[config.mk]
export PLATFORM = sky130hd
export DESIGN_NAME = tcpc_top
export DESIGN_NICKNAME = d
export VERILOG_FILES = /design/src/hw/tcpc_pkg.sv /design/src/hw/tcpc_top.sv
export VERILOG_INCLUDE_DIRS = /design/src /design/src/hw
export SDC_FILE = /design/constraint.sdc
export NUM_CORES = 1
export LEC_CHECK = 0
export ABC_AREA = 1
export BUFFER_PORTS_ARGS = -buffer_cell sky130_fd_sc_hd__buf_2
export CAP_MARGIN = 0
export CELL_PAD_IN_SITES_DETAIL_PLACEMENT = 0
export CELL_PAD_IN_SITES_GLOBAL_PLACEMENT = 1
export CORE_MARGIN = 1.5
export CORE_UTILIZATION = 47
export DETAILED_ROUTE_END_ITERATION = 7
export PLACE_DENSITY_LB_ADDON = 0.1
export SYNTH_ARGS = -nofsm -noshare
export SYNTH_HDL_FRONTEND = slang
export SYNTH_SLANG_ARGS = --single-unit
[constraint.sdc]
create_clock -name clk_i -period 16 [get_ports clk_i]
set_input_delay 3.2 -clock clk_i [delete_from_list [all_inputs] [get_ports clk_i]]
set_output_delay 3.2 -clock clk_i [all_outputs]
set_load 0.01 [all_outputs]
[src/hw/tcpc_defines.svh]
// Offsets, fields, resets and timing of the tap changer control block.
// Assumes a 32-bit Wishbone bus and a 200 MHz clock.
`ifndef TCPC_DEFINES_SVH
`define TCPC_DEFINES_SVH

// Register byte offsets
`define TCPC_REG_CTRL      8'h00
`define TCPC_REG_RAISE_PW  8'h04
`define TCPC_REG_LOWER_PW  8'h08
`define TCPC_REG_STOP_PW   8'h0c
`define TCPC_REG_SEL_TO    8'h10
`define TCPC_REG_EXE_TO    8'h14
`define TCPC_REG_CMD       8'h18
`define TCPC_REG_STATUS    8'h1c
`define TCPC_REG_IRQ_STAT  8'h20
`define TCPC_REG_IRQ_MASK  8'h24

// Control register fields
`define TCPC_CTRL_MODE_LSB   0
`define TCPC_CTRL_STOPEN_BIT 3
`define TCPC_CTRL_ANA_LSB    4
`define TCPC_CTRL_FIRST_LSB  8
`define TCPC_CTRL_LAST_LSB   16
`define TCPC_CTRL_MAX_LSB    24

// Command register bits
`define TCPC_CMD_SEL_RAISE 0
`define TCPC_CMD_SEL_LOWER 1
`define TCPC_CMD_EXECUTE   2
`define TCPC_CMD_CANCEL    3

// Reset values; times count 10 ms ticks
`define TCPC_RST_FIRST   6'd1
`define TCPC_RST_LAST    6'd13
`define TCPC_RST_ANA     3'd0
`define TCPC_RST_MAX     6'd39
`define TCPC_RST_PW      10'd20
`define TCPC_RST_TO      13'd3000
`define TCPC_PW_MAX      10'd1000
`define TCPC_TO_MIN      13'd1000
`define TCPC_TO_MAX      13'd6000
`define TCPC_MAX_POS_MIN 6'd1
`define TCPC_MAX_POS_MAX 6'd39

// Digit widths of the three binary modes
`define TCPC_W_TENS  6'd13
`define TCPC_W_SPLIT 6'd7
`define TCPC_W_BIN   6'd6

// Timing: one setting step is 10 ms
`define TCPC_CLK_NS      5
`define TCPC_TICK_NS     10000000
`define TCPC_TICK_CYCLES (`TCPC_TICK_NS / `TCPC_CLK_NS)
`define TCPC_TICK_W      24
`define TCPC_BI_MAX      32

`endif

[src/hw/tcpc_pkg.sv]
// Types of the tap changer control block.
// Assumes tcpc_defines.svh.
`include "tcpc_defines.svh"

package tcpc_pkg;

   typedef enum logic [2:0] {
      MODE_TENS,
      MODE_SPLIT,
      MODE_BIN,
      MODE_ANALOG,
      MODE_NET
   } tcpc_mode_e;

   typedef enum logic [1:0] {
      ST_IDLE,
      ST_SELECTED,
      ST_EXEC
   } tcpc_state_e;

   typedef struct packed {
      tcpc_mode_e  mode;
      logic        stop_en;
      logic [2:0]  ana_sel;
      logic [5:0]  first;
      logic [5:0]  last;
      logic [5:0]  max_pos;
      logic [9:0]  raise_pw;
      logic [9:0]  lower_pw;
      logic [9:0]  stop_pw;
      logic [12:0] sel_to;
      logic [12:0] exe_to;
   } tcpc_cfg_s;

   typedef struct packed {
      logic [`TCPC_BI_MAX-1:0] bin_s1;
      logic [`TCPC_BI_MAX-1:0] bin_s2;
      tcpc_cfg_s               cfg;
      tcpc_state_e             st;
      logic                    dir_raise;
      logic [6:0]              pos;
      logic                    pos_ok;
      logic                    pos_err;
      logic                    cfg_err;
      logic [`TCPC_TICK_W-1:0] tick_cnt;
      logic [9:0]              pulse_cnt;
      logic [12:0]             phase_cnt;
      logic                    step_seen;
      logic                    stop_busy;
      logic [9:0]              stop_cnt;
      logic                    raise;
      logic                    lower;
      logic                    stop;
      logic [5:0]              irq_stat;
      logic [5:0]              irq_mask;
      logic                    ack;
      logic [31:0]             rdat;
   } tcpc_regs_s;

endpackage

[src/hw/tcpc_top.sv]
// Tap position decode, select-before-operate raise/lower, runaway stop.
// Assumes one 200 MHz clock and synchronous reset.
`timescale 1ns/100ps
`default_nettype none
`include "tcpc_defines.svh"

// Function
// (RQ1) Mode setting picks one of five sources
// (RQ2) Tens mode samples thirteen inputs, first LSB
// (RQ3) Tens bits 10/20/30 plus one-hot units
// (RQ4) Split mode: four binary units, three tens
// (RQ5) Six inputs read as plain binary
// (RQ6) Analog mode takes selected DC channel
// (RQ7) Maximum position 1..39 default 39, error above
// (RQ8) First input defaults 1, last 13
// (RQ9) Raise/lower only after successful select step
// (RQ10) Raise pulse 0..10 s, default 0.2 s
// (RQ11) Lower pulse 0..10 s, default 0.2 s
// (RQ12) Stop pulse 0..10 s, default 0.2 s
// (RQ13) Select cancelled after select timeout, 10..60 s
// (RQ14) Execute phase limited by timeout, expiry fails
// (RQ15) Runaway stop enable 0/1, default 0
// (RQ16) Runaway with enable pulses the stop output
// (RQ17) Runaway: unexpected or continued position change
// (RQ18) Never both outputs; reject command while pulsing
module tcpc_top
   import tcpc_pkg::*;
#(
   parameter int unsigned NUM_BI      = 32,
   parameter int unsigned NUM_ANA     = 6,
   parameter int unsigned TICK_CYCLES = `TCPC_TICK_CYCLES
) (
   input  wire logic                   clk_i,
   input  wire logic                   rst_i,
   input  wire logic [7:0]             adr_i,
   input  wire logic [31:0]            dat_i,
   output logic      [31:0]            dat_o,
   input  wire logic                   we_i,
   input  wire logic [3:0]             sel_i,
   input  wire logic                   cyc_i,
   input  wire logic                   stb_i,
   output logic                        ack_o,
   input  wire logic [NUM_BI-1:0]      bin_in_i,
   input  wire logic [NUM_ANA-1:0][5:0] ana_pos_i,
   input  wire logic [5:0]             net_pos_i,
   output logic                        raise_command_output_o,
   output logic                        lower_command_output_o,
   output logic                        emergency_stop_output_o,
   output logic                        irq_o
);

   if (NUM_BI < 13 || NUM_BI > `TCPC_BI_MAX) begin : g_bad_bi
      $error("NUM_BI must lie in 13..32");
   end
   if (NUM_ANA < 1 || NUM_ANA > 8) begin : g_bad_ana
      $error("NUM_ANA must lie in 1..8");
   end
   if (TICK_CYCLES < 3 || TICK_CYCLES >= (1 << `TCPC_TICK_W)) begin : g_bad_tick
      $error("TICK_CYCLES out of range");
   end

   localparam logic [`TCPC_TICK_W-1:0] TICK_LAST = `TCPC_TICK_W'(TICK_CYCLES - 1);

   tcpc_regs_s q;
   tcpc_regs_s d;

   ////////////////////////
   // Helpers

   function automatic logic [31:0] merge(input logic [31:0] cur,
                                         input logic [31:0] wd,
                                         input logic [3:0]  be);
      logic [31:0] r;
      r = cur;
      for (int b = 0; b < 4; b++) begin
         if (be[b]) begin
            r[8*b +: 8] = wd[8*b +: 8];
         end
      end
      return r;
   endfunction

   function automatic logic [9:0] clamp_pw(input logic [31:0] v);
      return (v > 32'(`TCPC_PW_MAX)) ? `TCPC_PW_MAX : v[9:0];
   endfunction

   function automatic logic [12:0] clamp_to(input logic [31:0] v);
      logic [12:0] r;
      r = v[12:0];
      if (v > 32'(`TCPC_TO_MAX)) begin
         r = `TCPC_TO_MAX;
      end else if (v < 32'(`TCPC_TO_MIN)) begin
         r = `TCPC_TO_MIN;
      end
      return r;
   endfunction

   ////////////////////////
   // Next state

   logic [31:0] win;
   logic [6:0]  tens;
   logic [6:0]  units;
   logic [6:0]  pos_now;
   logic [5:0]  need;
   logic [5:0]  span;
   logic        digital;
   logic        tick;
   logic        chg;
   logic        runaway;
   logic        req;
   logic        wr;
   logic [31:0] wv;
   logic [31:0] ctrl_rd;
   logic [31:0] stat_rd;
   logic        c_sel_r;
   logic        c_sel_l;
   logic        c_exec;
   logic        c_cancel;
   logic        ev_rej;
   logic        ev_done;
   logic        ev_fail;
   logic        ev_selto;
   logic [5:0]  events;
   logic [5:0]  irq_clr;
   logic        pulse_act;

   always_comb begin
      d        = q;
      tens     = 7'd0;
      units    = 7'd0;
      pos_now  = 7'd0;
      need     = `TCPC_W_TENS;
      digital  = 1'b1;
      ev_rej   = 1'b0;
      ev_done  = 1'b0;
      ev_fail  = 1'b0;
      ev_selto = 1'b0;
      irq_clr  = 6'd0;
      wv       = 32'd0;

      // Two-flop synchroniser on the contacts
      d.bin_s1 = `TCPC_BI_MAX'(bin_in_i);
      d.bin_s2 = q.bin_s1;

      // 10 ms time base
      tick       = (q.tick_cnt == TICK_LAST);
      d.tick_cnt = tick ? '0 : q.tick_cnt + 1'b1;

      // Window starts at the first selected input
      win = q.bin_s2 >> (q.cfg.first - 6'd1); // RQ2
      case (q.cfg.mode) // RQ1
         MODE_TENS: begin
            need = `TCPC_W_TENS;
            tens = (win[0] ? 7'd10 : 7'd0) + (win[1] ? 7'd20 : 7'd0)
                 + (win[2] ? 7'd30 : 7'd0); // RQ3
            for (int i = 9; i >= 0; i--) begin
               if (win[3 + i]) begin
                  units = 7'(i); // RQ3
               end
            end
            pos_now = tens + units; // RQ3
         end
         MODE_SPLIT: begin
            need    = `TCPC_W_SPLIT;
            tens    = (win[4] ? 7'd10 : 7'd0) + (win[5] ? 7'd20 : 7'd0)
                    + (win[6] ? 7'd30 : 7'd0); // RQ4
            pos_now = tens + {3'd0, win[3:0]}; // RQ4
         end
         MODE_BIN: begin
            need    = `TCPC_W_BIN;
            pos_now = {1'b0, win[5:0]}; // RQ5
         end
         MODE_ANALOG: begin
            digital = 1'b0;
            if (32'(q.cfg.ana_sel) < NUM_ANA) begin
               pos_now = {1'b0, ana_pos_i[q.cfg.ana_sel]}; // RQ6
            end
         end
         MODE_NET: begin
            digital = 1'b0;
            pos_now = {1'b0, net_pos_i};
         end
         default: begin
            digital = 1'b0;
         end
      endcase
      span      = q.cfg.last - q.cfg.first + 6'd1;
      d.cfg_err = digital && ((span != need) || (32'(q.cfg.last) > NUM_BI));
      d.pos     = pos_now;
      d.pos_ok  = q.pos_ok || (q.tick_cnt == `TCPC_TICK_W'(2));
      d.pos_err = pos_now > {1'b0, q.cfg.max_pos}; // RQ7
      chg       = q.pos_ok && (pos_now != q.pos);

      // Wishbone classic slave, one wait state
      req   = cyc_i && stb_i;
      d.ack = req && !q.ack;
      wr    = req && we_i && q.ack;
      c_sel_r  = wr && (adr_i == `TCPC_REG_CMD) && sel_i[0] && dat_i[`TCPC_CMD_SEL_RAISE];
      c_sel_l  = wr && (adr_i == `TCPC_REG_CMD) && sel_i[0] && dat_i[`TCPC_CMD_SEL_LOWER];
      c_exec   = wr && (adr_i == `TCPC_REG_CMD) && sel_i[0] && dat_i[`TCPC_CMD_EXECUTE];
      c_cancel = wr && (adr_i == `TCPC_REG_CMD) && sel_i[0] && dat_i[`TCPC_CMD_CANCEL];

      ctrl_rd = {2'd0, q.cfg.max_pos, 2'd0, q.cfg.last, 2'd0, q.cfg.first,
                 1'b0, q.cfg.ana_sel, q.cfg.stop_en, q.cfg.mode};
      stat_rd = {13'd0, q.stop, q.lower, q.raise, 2'd0, q.st, 2'd0, q.cfg_err,
                 q.pos_err, 1'b0, q.pos};
      if (wr) begin
         case (adr_i)
            `TCPC_REG_CTRL: begin
               wv = merge(ctrl_rd, dat_i, sel_i);
               if (wv[2:0] <= 3'(MODE_NET)) begin
                  d.cfg.mode = tcpc_mode_e'(wv[2:0]); // RQ1
               end
               d.cfg.stop_en = wv[`TCPC_CTRL_STOPEN_BIT]; // RQ15
               d.cfg.ana_sel = wv[`TCPC_CTRL_ANA_LSB +: 3];
               if (wv[`TCPC_CTRL_FIRST_LSB +: 6] != 6'd0) begin
                  d.cfg.first = wv[`TCPC_CTRL_FIRST_LSB +: 6];
               end
               if (wv[`TCPC_CTRL_LAST_LSB +: 6] != 6'd0) begin
                  d.cfg.last = wv[`TCPC_CTRL_LAST_LSB +: 6];
               end
               if (wv[`TCPC_CTRL_MAX_LSB +: 6] >= `TCPC_MAX_POS_MIN &&
                   wv[`TCPC_CTRL_MAX_LSB +: 6] <= `TCPC_MAX_POS_MAX) begin
                  d.cfg.max_pos = wv[`TCPC_CTRL_MAX_LSB +: 6]; // RQ7
               end
            end
            `TCPC_REG_RAISE_PW: begin
               d.cfg.raise_pw = clamp_pw(merge(32'(q.cfg.raise_pw), dat_i, sel_i)); // RQ10
            end
            `TCPC_REG_LOWER_PW: begin
               d.cfg.lower_pw = clamp_pw(merge(32'(q.cfg.lower_pw), dat_i, sel_i)); // RQ11
            end
            `TCPC_REG_STOP_PW: begin
               d.cfg.stop_pw = clamp_pw(merge(32'(q.cfg.stop_pw), dat_i, sel_i)); // RQ12
            end
            `TCPC_REG_SEL_TO: begin
               d.cfg.sel_to = clamp_to(merge(32'(q.cfg.sel_to), dat_i, sel_i)); // RQ13
            end
            `TCPC_REG_EXE_TO: begin
               d.cfg.exe_to = clamp_to(merge(32'(q.cfg.exe_to), dat_i, sel_i)); // RQ14
            end
            `TCPC_REG_IRQ_STAT: begin
               irq_clr = dat_i[5:0] & {6{sel_i[0]}};
            end
            `TCPC_REG_IRQ_MASK: begin
               if (sel_i[0]) begin
                  d.irq_mask = dat_i[5:0];
               end
            end
            default: begin
            end
         endcase
      end

      if (req && !q.ack) begin
         case (adr_i)
            `TCPC_REG_CTRL:     d.rdat = ctrl_rd;
            `TCPC_REG_RAISE_PW: d.rdat = 32'(q.cfg.raise_pw);
            `TCPC_REG_LOWER_PW: d.rdat = 32'(q.cfg.lower_pw);
            `TCPC_REG_STOP_PW:  d.rdat = 32'(q.cfg.stop_pw);
            `TCPC_REG_SEL_TO:   d.rdat = 32'(q.cfg.sel_to);
            `TCPC_REG_EXE_TO:   d.rdat = 32'(q.cfg.exe_to);
            `TCPC_REG_STATUS:   d.rdat = stat_rd;
            `TCPC_REG_IRQ_STAT: d.rdat = 32'(q.irq_stat);
            `TCPC_REG_IRQ_MASK: d.rdat = 32'(q.irq_mask);
            default:            d.rdat = 32'd0;
         endcase
      end

      // Runaway: any change not the one expected step of an execute
      runaway = chg && !((q.st == ST_EXEC) && !q.step_seen); // RQ17

      // Select-before-operate sequencer
      case (q.st)
         ST_IDLE: begin
            if (c_exec || (c_sel_r && c_sel_l)) begin
               ev_rej = 1'b1; // RQ9
            end else if (c_sel_r || c_sel_l) begin
               d.st        = ST_SELECTED;
               d.dir_raise = c_sel_r;
               d.phase_cnt = 13'd0;
            end
         end
         ST_SELECTED: begin
            if (tick) begin
               d.phase_cnt = q.phase_cnt + 13'd1;
            end
            if (c_sel_r || c_sel_l) begin
               ev_rej = 1'b1;
            end
            if (c_cancel) begin
               d.st = ST_IDLE;
            end else if (c_exec) begin
               d.st        = ST_EXEC; // RQ9
               d.phase_cnt = 13'd0;
               d.pulse_cnt = 10'd0;
               d.step_seen = 1'b0;
            end else if (q.phase_cnt >= q.cfg.sel_to) begin
               d.st     = ST_IDLE; // RQ13
               ev_selto = 1'b1;
            end
         end
         ST_EXEC: begin
            pulse_act = q.pulse_cnt < (q.dir_raise ? q.cfg.raise_pw : q.cfg.lower_pw);
            if (c_sel_r || c_sel_l || c_exec || c_cancel) begin
               ev_rej = 1'b1; // RQ18
            end
            if (tick) begin
               d.phase_cnt = q.phase_cnt + 13'd1;
               if (pulse_act) begin
                  d.pulse_cnt = q.pulse_cnt + 10'd1;
               end
            end
            if (chg) begin
               d.step_seen = 1'b1;
            end
            if (runaway) begin
               d.st    = ST_IDLE;
               ev_fail = 1'b1;
            end else if (!pulse_act && (q.step_seen || chg)) begin
               d.st    = ST_IDLE;
               ev_done = 1'b1;
            end else if (q.phase_cnt >= q.cfg.exe_to) begin
               d.st    = ST_IDLE; // RQ14
               ev_fail = 1'b1;
            end
         end
         default: begin
            d.st = ST_IDLE;
         end
      endcase
      pulse_act = 1'b0;
      if (d.st == ST_EXEC) begin
         pulse_act = d.pulse_cnt < (d.dir_raise ? d.cfg.raise_pw : d.cfg.lower_pw);
      end
      d.raise = pulse_act && d.dir_raise;  // RQ10 RQ18
      d.lower = pulse_act && !d.dir_raise; // RQ11 RQ18

      // Emergency stop pulse
      if (runaway && q.cfg.stop_en) begin
         d.stop_busy = 1'b1; // RQ16 RQ15
         d.stop_cnt  = 10'd0;
      end else if (q.stop_busy) begin
         if (q.stop_cnt >= q.cfg.stop_pw) begin
            d.stop_busy = 1'b0;
         end else if (tick) begin
            d.stop_cnt = q.stop_cnt + 10'd1;
         end
      end
      d.stop = d.stop_busy && (d.stop_cnt < q.cfg.stop_pw); // RQ12

      // Sticky events; a new event wins over a clear in the same cycle
      events     = {ev_rej, ev_done, ev_fail, ev_selto, runaway, d.pos_err && !q.pos_err};
      d.irq_stat = (q.irq_stat & ~irq_clr) | events;
   end

   ////////////////////////
   // State register

   always_ff @(posedge clk_i) begin
      if (rst_i) begin
         q               <= '0;
         q.cfg.first     <= `TCPC_RST_FIRST; // RQ8
         q.cfg.last      <= `TCPC_RST_LAST;  // RQ8
         q.cfg.ana_sel   <= `TCPC_RST_ANA;
         q.cfg.max_pos   <= `TCPC_RST_MAX;   // RQ7
         q.cfg.stop_en   <= 1'b0;            // RQ15
         q.cfg.raise_pw  <= `TCPC_RST_PW;
         q.cfg.lower_pw  <= `TCPC_RST_PW;
         q.cfg.stop_pw   <= `TCPC_RST_PW;
         q.cfg.sel_to    <= `TCPC_RST_TO;
         q.cfg.exe_to    <= `TCPC_RST_TO;
      end else begin
         q <= d;
      end
   end

   assign dat_o                   = q.rdat;
   assign ack_o                   = q.ack;
   assign raise_command_output_o  = q.raise;
   assign lower_command_output_o  = q.lower;
   assign emergency_stop_output_o = q.stop;
   assign irq_o                   = |(q.irq_stat & q.irq_mask);

endmodule
`default_nettype wire

# == Word level (Yosys, flattened, before mapping) ==
# Cells that the tools add are included.
# word_totals
regBits,265
latch_bits,0
ramBits,0
mem_bits_ro,0
output_inout_bits,37
memories,0
# classes
add_sub_neg,13
multipliers,0
div_mod_pow,0
n_lt_le_gt_ge,20
n_eq_ne,27
n_shift,1
n_mux,147
n_bitwise,5
reduce_logical,56
# ops
op,n
$mux 8,52
$pmux 30 s9,1
$mux 13,9
$mux 10,11
$gt 32x10->1 const B,3
$mux 7,13
$mux 6,13
$gt 32x13->1 const B,2
$lt 32x10->1 const B,2
$mux 56,1
$mux 24,2
$pmux 13 s3,1
$pmux 7 s5,1
$eq 8x5->1 const B,4
$shr 32x6->13,1
$lt 10x10->1,3
$ge 13x13->1,2
$add 24x1->24 const B,1
$eq 24x2->1 const B,1
$eq 24x21->1 const B,1
$mux 23,1
$logic_and 1x1->1,22
$mux 11,2
$add 10x1->10 const B,2
other kinds (56),118

# == Depth between registers and ports, before layout ==
# logic_depth
depth_word,25
ltp_mapped,45

# == Least setup slack after synthesis ==
# No wires, ideal clock.
# synth_timing
path_type,input -> register
from,in adr_i[7]
to,"reg q, in the netlist lower_command_output_o"
setup_ns,0.064
t_arrival_ns,5.764
required_ns,15.936
slack_ns,10.172
stages,22
path_buffers,0
path_cell_list,nor2_1 inv_1 nor3_2 inv_1 nor2_4 inv_1 nor2_4 inv_1 nor2_1 nand2_1 o22ai_1 nand2_1 nand2_1 ha_1 a21oi_1 nor2_1 a211oi_1 o21ai_0 a31oi_1 and2_0 nand3_2 nor2_1
# synth_between
elab_chain_len,12
# synth_lines
element,line_no,text
start: declaration,tcpc_top.sv:35,"input wire logic [7:0] adr_i,"
$eq 8x5->1 (no line),n/a,
$logic_and 1x1->1 (2 in series),n/a,
"$logic_and 1x1->1, on equally long branches","tcpc_top.sv:199, tcpc_top.sv:200",
$logic_or 1x1->1 or $logic_and 1x1->1 (tied branches),"tcpc_top.sv:279, tcpc_top.sv:277",
$mux 3 or $logic_or 1x1->1 (tied branches),"tcpc_top.sv:279, tcpc_top.sv:277",
$mux 3,tcpc_top.sv:277,if (c_exec || (c_sel_r && c_sel_l)) begin
$mux 1,tcpc_top.sv:275,case (q.st)
$mux 10,tcpc_top.sv:335,pulse_act = d.pulse_cnt < (d.dir_raise ? d.cfg.raise_pw : d.cfg.lower_pw);
$lt 10x10->1,tcpc_top.sv:335,
$mux 1,tcpc_top.sv:334,if (d.st == ST_EXEC) begin
$logic_and 1x1->1 *,tcpc_top.sv:338,d.lower = pulse_act && !d.dir_raise;
end: declaration,tcpc_top.sv:64,tcpc_regs_s q;
# Every way passes the cells marked *; elsewhere a longest branch is shown, timed or not. The select of a mux whose other input is x is not followed.
# A chain may end at the register's enable or synchronous reset.

==> flow_summary.toml <==
[global_routing]
antenna_found_initial = 2
gr-total-overflow = 0
grt_pass1_wl_mm = 84.70
grt_pass1_vias = 15780
grt_use_total_pct = 29.40
grt_max_degree = 84

[clocking]
ctsHoldBuffers = 0
numCtsBuffers = 31
cts_setup_buffers = 0
htreeDepth = 1
clkTransAtPathRegs_ns = 0.06
cts_resized = 0
clkSinkCount = 259
cts-root-buf = "clkbuf_16"
clockBufferDepth = 3
cts_tree = "built"
clk_latency_ns = 0.58

[timing]
relSlewSlack_pct = 27.89
finClkSkew_ns = 0.01328
fin_crit_sh_pct = 52.14
tightest_slew_ns = 1.078
whs_ns = 0.4023
max_freq_ghz = 0.1199
setup_viol_count_final = 0
timing.setup.tns_ns = 0
fin_ws_ns = 7.658
finalHoldViolations = 0
final_max_slew_viol_count = 0
layout_min_cycle_time_ns = 8.342
rsz0062_at_grt = "no"

[route]
finalWirelength_mm = 54.40
drt-initial-drc-count = 1194
drc = 0
vias_per_cell = 5.521
ant_nets = 0
routed_wire_length_per_instance_um = 17.83
vias = 16840
dr.pass1.iters = 6

[placement]
pre_cts_ws_ns = 7.693
place_inst = 2998
gp_congestion = 0.9445
dp_hpwl_mm = 42.08
io_buffers = 153

[floorplan]
design.core.area_um2 = 34800
rows = 68
die_w_um = 191.8
io_pins = 160
start_util_pct = 48.16
die_height_um = 191.8
die-area_um2 = 36790

[worst_setup_path]
worst_ep_required_time_ns = 16.51
worstSetupPathType = "register to register"
worstSetupEndpointType = "register"
cpMaxStageDelayCell = "ha_1"
critPathArrivalTime_ns = 8.85
crit_path_start_kind = "register"
critPathMaxStageDelay_ns = 1.07
critPathMaxFanout = 38

[cells_and_area]
diodes = 0
nets = 2805
drive_gt1_share_pct = 10.25
fin_cells = 3051
utilization_pct = 53.12
syn2layout_area_growth_pct = 10.32

[synthesis]
syn_avg_cell_area_um2 = 6.708
synth_top_area_share_pct = 30.94
yosys-top-cells-count = "nand2_1, inv_1, dfxtp_1"
synthArstFlopShare_pct = 0
ys.flop_type = "dfxtp_1"
netlist_instances = 2498
yosysSeqAreaShare_pct = 30.94
yosys-top-cells-area = "dfxtp_1, nand2_1, inv_1"
ys_ff_latch = 259
netlist_area_um2 = 16760
yosysWarnings = 0
synth_top_area_cell = "dfxtp_1"
yosysMostFrequentCell = "nand2_1"
synth_edf_count = 0
ys_types = 70

[pwr]
p_per_area_nw_per_um2 = 81.20
worst_ir_drop_vdd_v = 0.0001005
p_leak_nw = 8.314

[flow_run]
cap_violations = 0

[run_status]
status = "completed"

[worst_hold_path]
hp-class = "register to register"
-- critical path, delay by kind of cell, from the launching register on --
kind	cells	cell delay [ns]
AO/OA/AOI/OAI	9	1.51
adder cells (fa/ha/maj)	4	2.10
AND/OR/NAND/NOR	20	2.20
XOR/XNOR	1	0.16
buffers and inverters	5	1.25
flip-flops	1	1.03
-- power by group --
| part | switching, mW | internal (mW) | total (mW) |
|---|---|---|---|
| Clock | 0.285 | 0.426 | 0.711 |
| Combinational | 0.0838 | 0.0429 | 0.127 |
| Sequential | 0.00630 | 0.657 | 0.663 |
| Total | 0.375 | 1.13 | 1.50 |
-- area by class of cell --
| cell class | instances | area [µm²] |
|---|---|---|
| Multi-Input combinational cell | 1750 | 9485 |
| Sequential cell | 259 | 5185 |
| Fill cell | 3570 | 16310 |
| Timing Repair Buffer | 158 | 805.8 |
| Clock inverter | 9 | 112.6 |
| Clock buffer | 44 | 914.6 |
| Inverter | 376 | 1414 |
| Tap cell | 455 | 569.3 |
-- cell families after synthesis --
logic type	share of synthesized area (%)
compound gates	19.76
simple gates	27.00
other cells	0.02238
xor+xnor	1.262
mux	0.1195
flops	30.94
fa+ha+maj	8.318
buf+inv	12.58
-- stage by stage --
stage | cell area (µm²) | total power, mW
4_1_cts | 18490 | 1.510
6_report | 18490 | 1.501
5_1_grt | 18490 | 1.555
2_1_floorplan | 16780 | 0.7579
3_3_place_gp | 17460 | 0.8015
3_5_place_dp | 17460 | 0.8020
-- state kept, by name, indices dropped and copies added, names as in the netlist --
signal / cells
q: 172
d: 32
dat_o: 26
ctrl_rd: 25
ack_o: 1
emergency_stop_output_o: 1
lower_command_output_o: 1
raise_command_output_o: 1
-- placed cells by master (no fill, tap or decap), types with 6 or more instances in the layout --
master	count
a211oi_1	19
a21oi_1	207
a221oi_1	9
a31oi_1	19
buf_2	152
buf_4	6
clkbuf_16	31
clkbuf_8	9
conb_1	6
dfxtp_1	259
fa_1	9
ha_1	97
inv_1	360
inv_2	11
nand2_1	507
nand2_2	10
nand3_1	151
nand3_2	8
nand4_1	27
nor2_1	235
nor3_1	43
nor3b_1	7
nor4_1	17
o211ai_1	28
o21a_1	8
o21ai_0	171
o21ai_1	9
o221ai_1	13
o22ai_1	46
o31ai_1	8
or2_2	10
xor2_1	16
-- final timing paths --
path / start / end / slack (ns) / cells after the start
worst max-delay path: ctrl_rd[8] / emergency_stop_output_o / 7.66 / 39
worst max register to register: ctrl_rd[8] / emergency_stop_output_o / 7.66 / 39
worst min register to register: d[205] / q[205] / 0.40 / 2
worst min-delay path: d[205] / q[205] / 0.40 / 2
-- metal layers --
layer	wire length (µm)	global-route usage [%]	vias to the layer above	share of wire [%]
met5	19	0	-	0.035
met4	1802	9.195	4	3.3
met3	3609	5.354	113	6.6
met2	25120	49.54	534	46
met1	23850	37.92	7771	44
li1	-	-	8422	-
(Power assumes the default switching activity.)
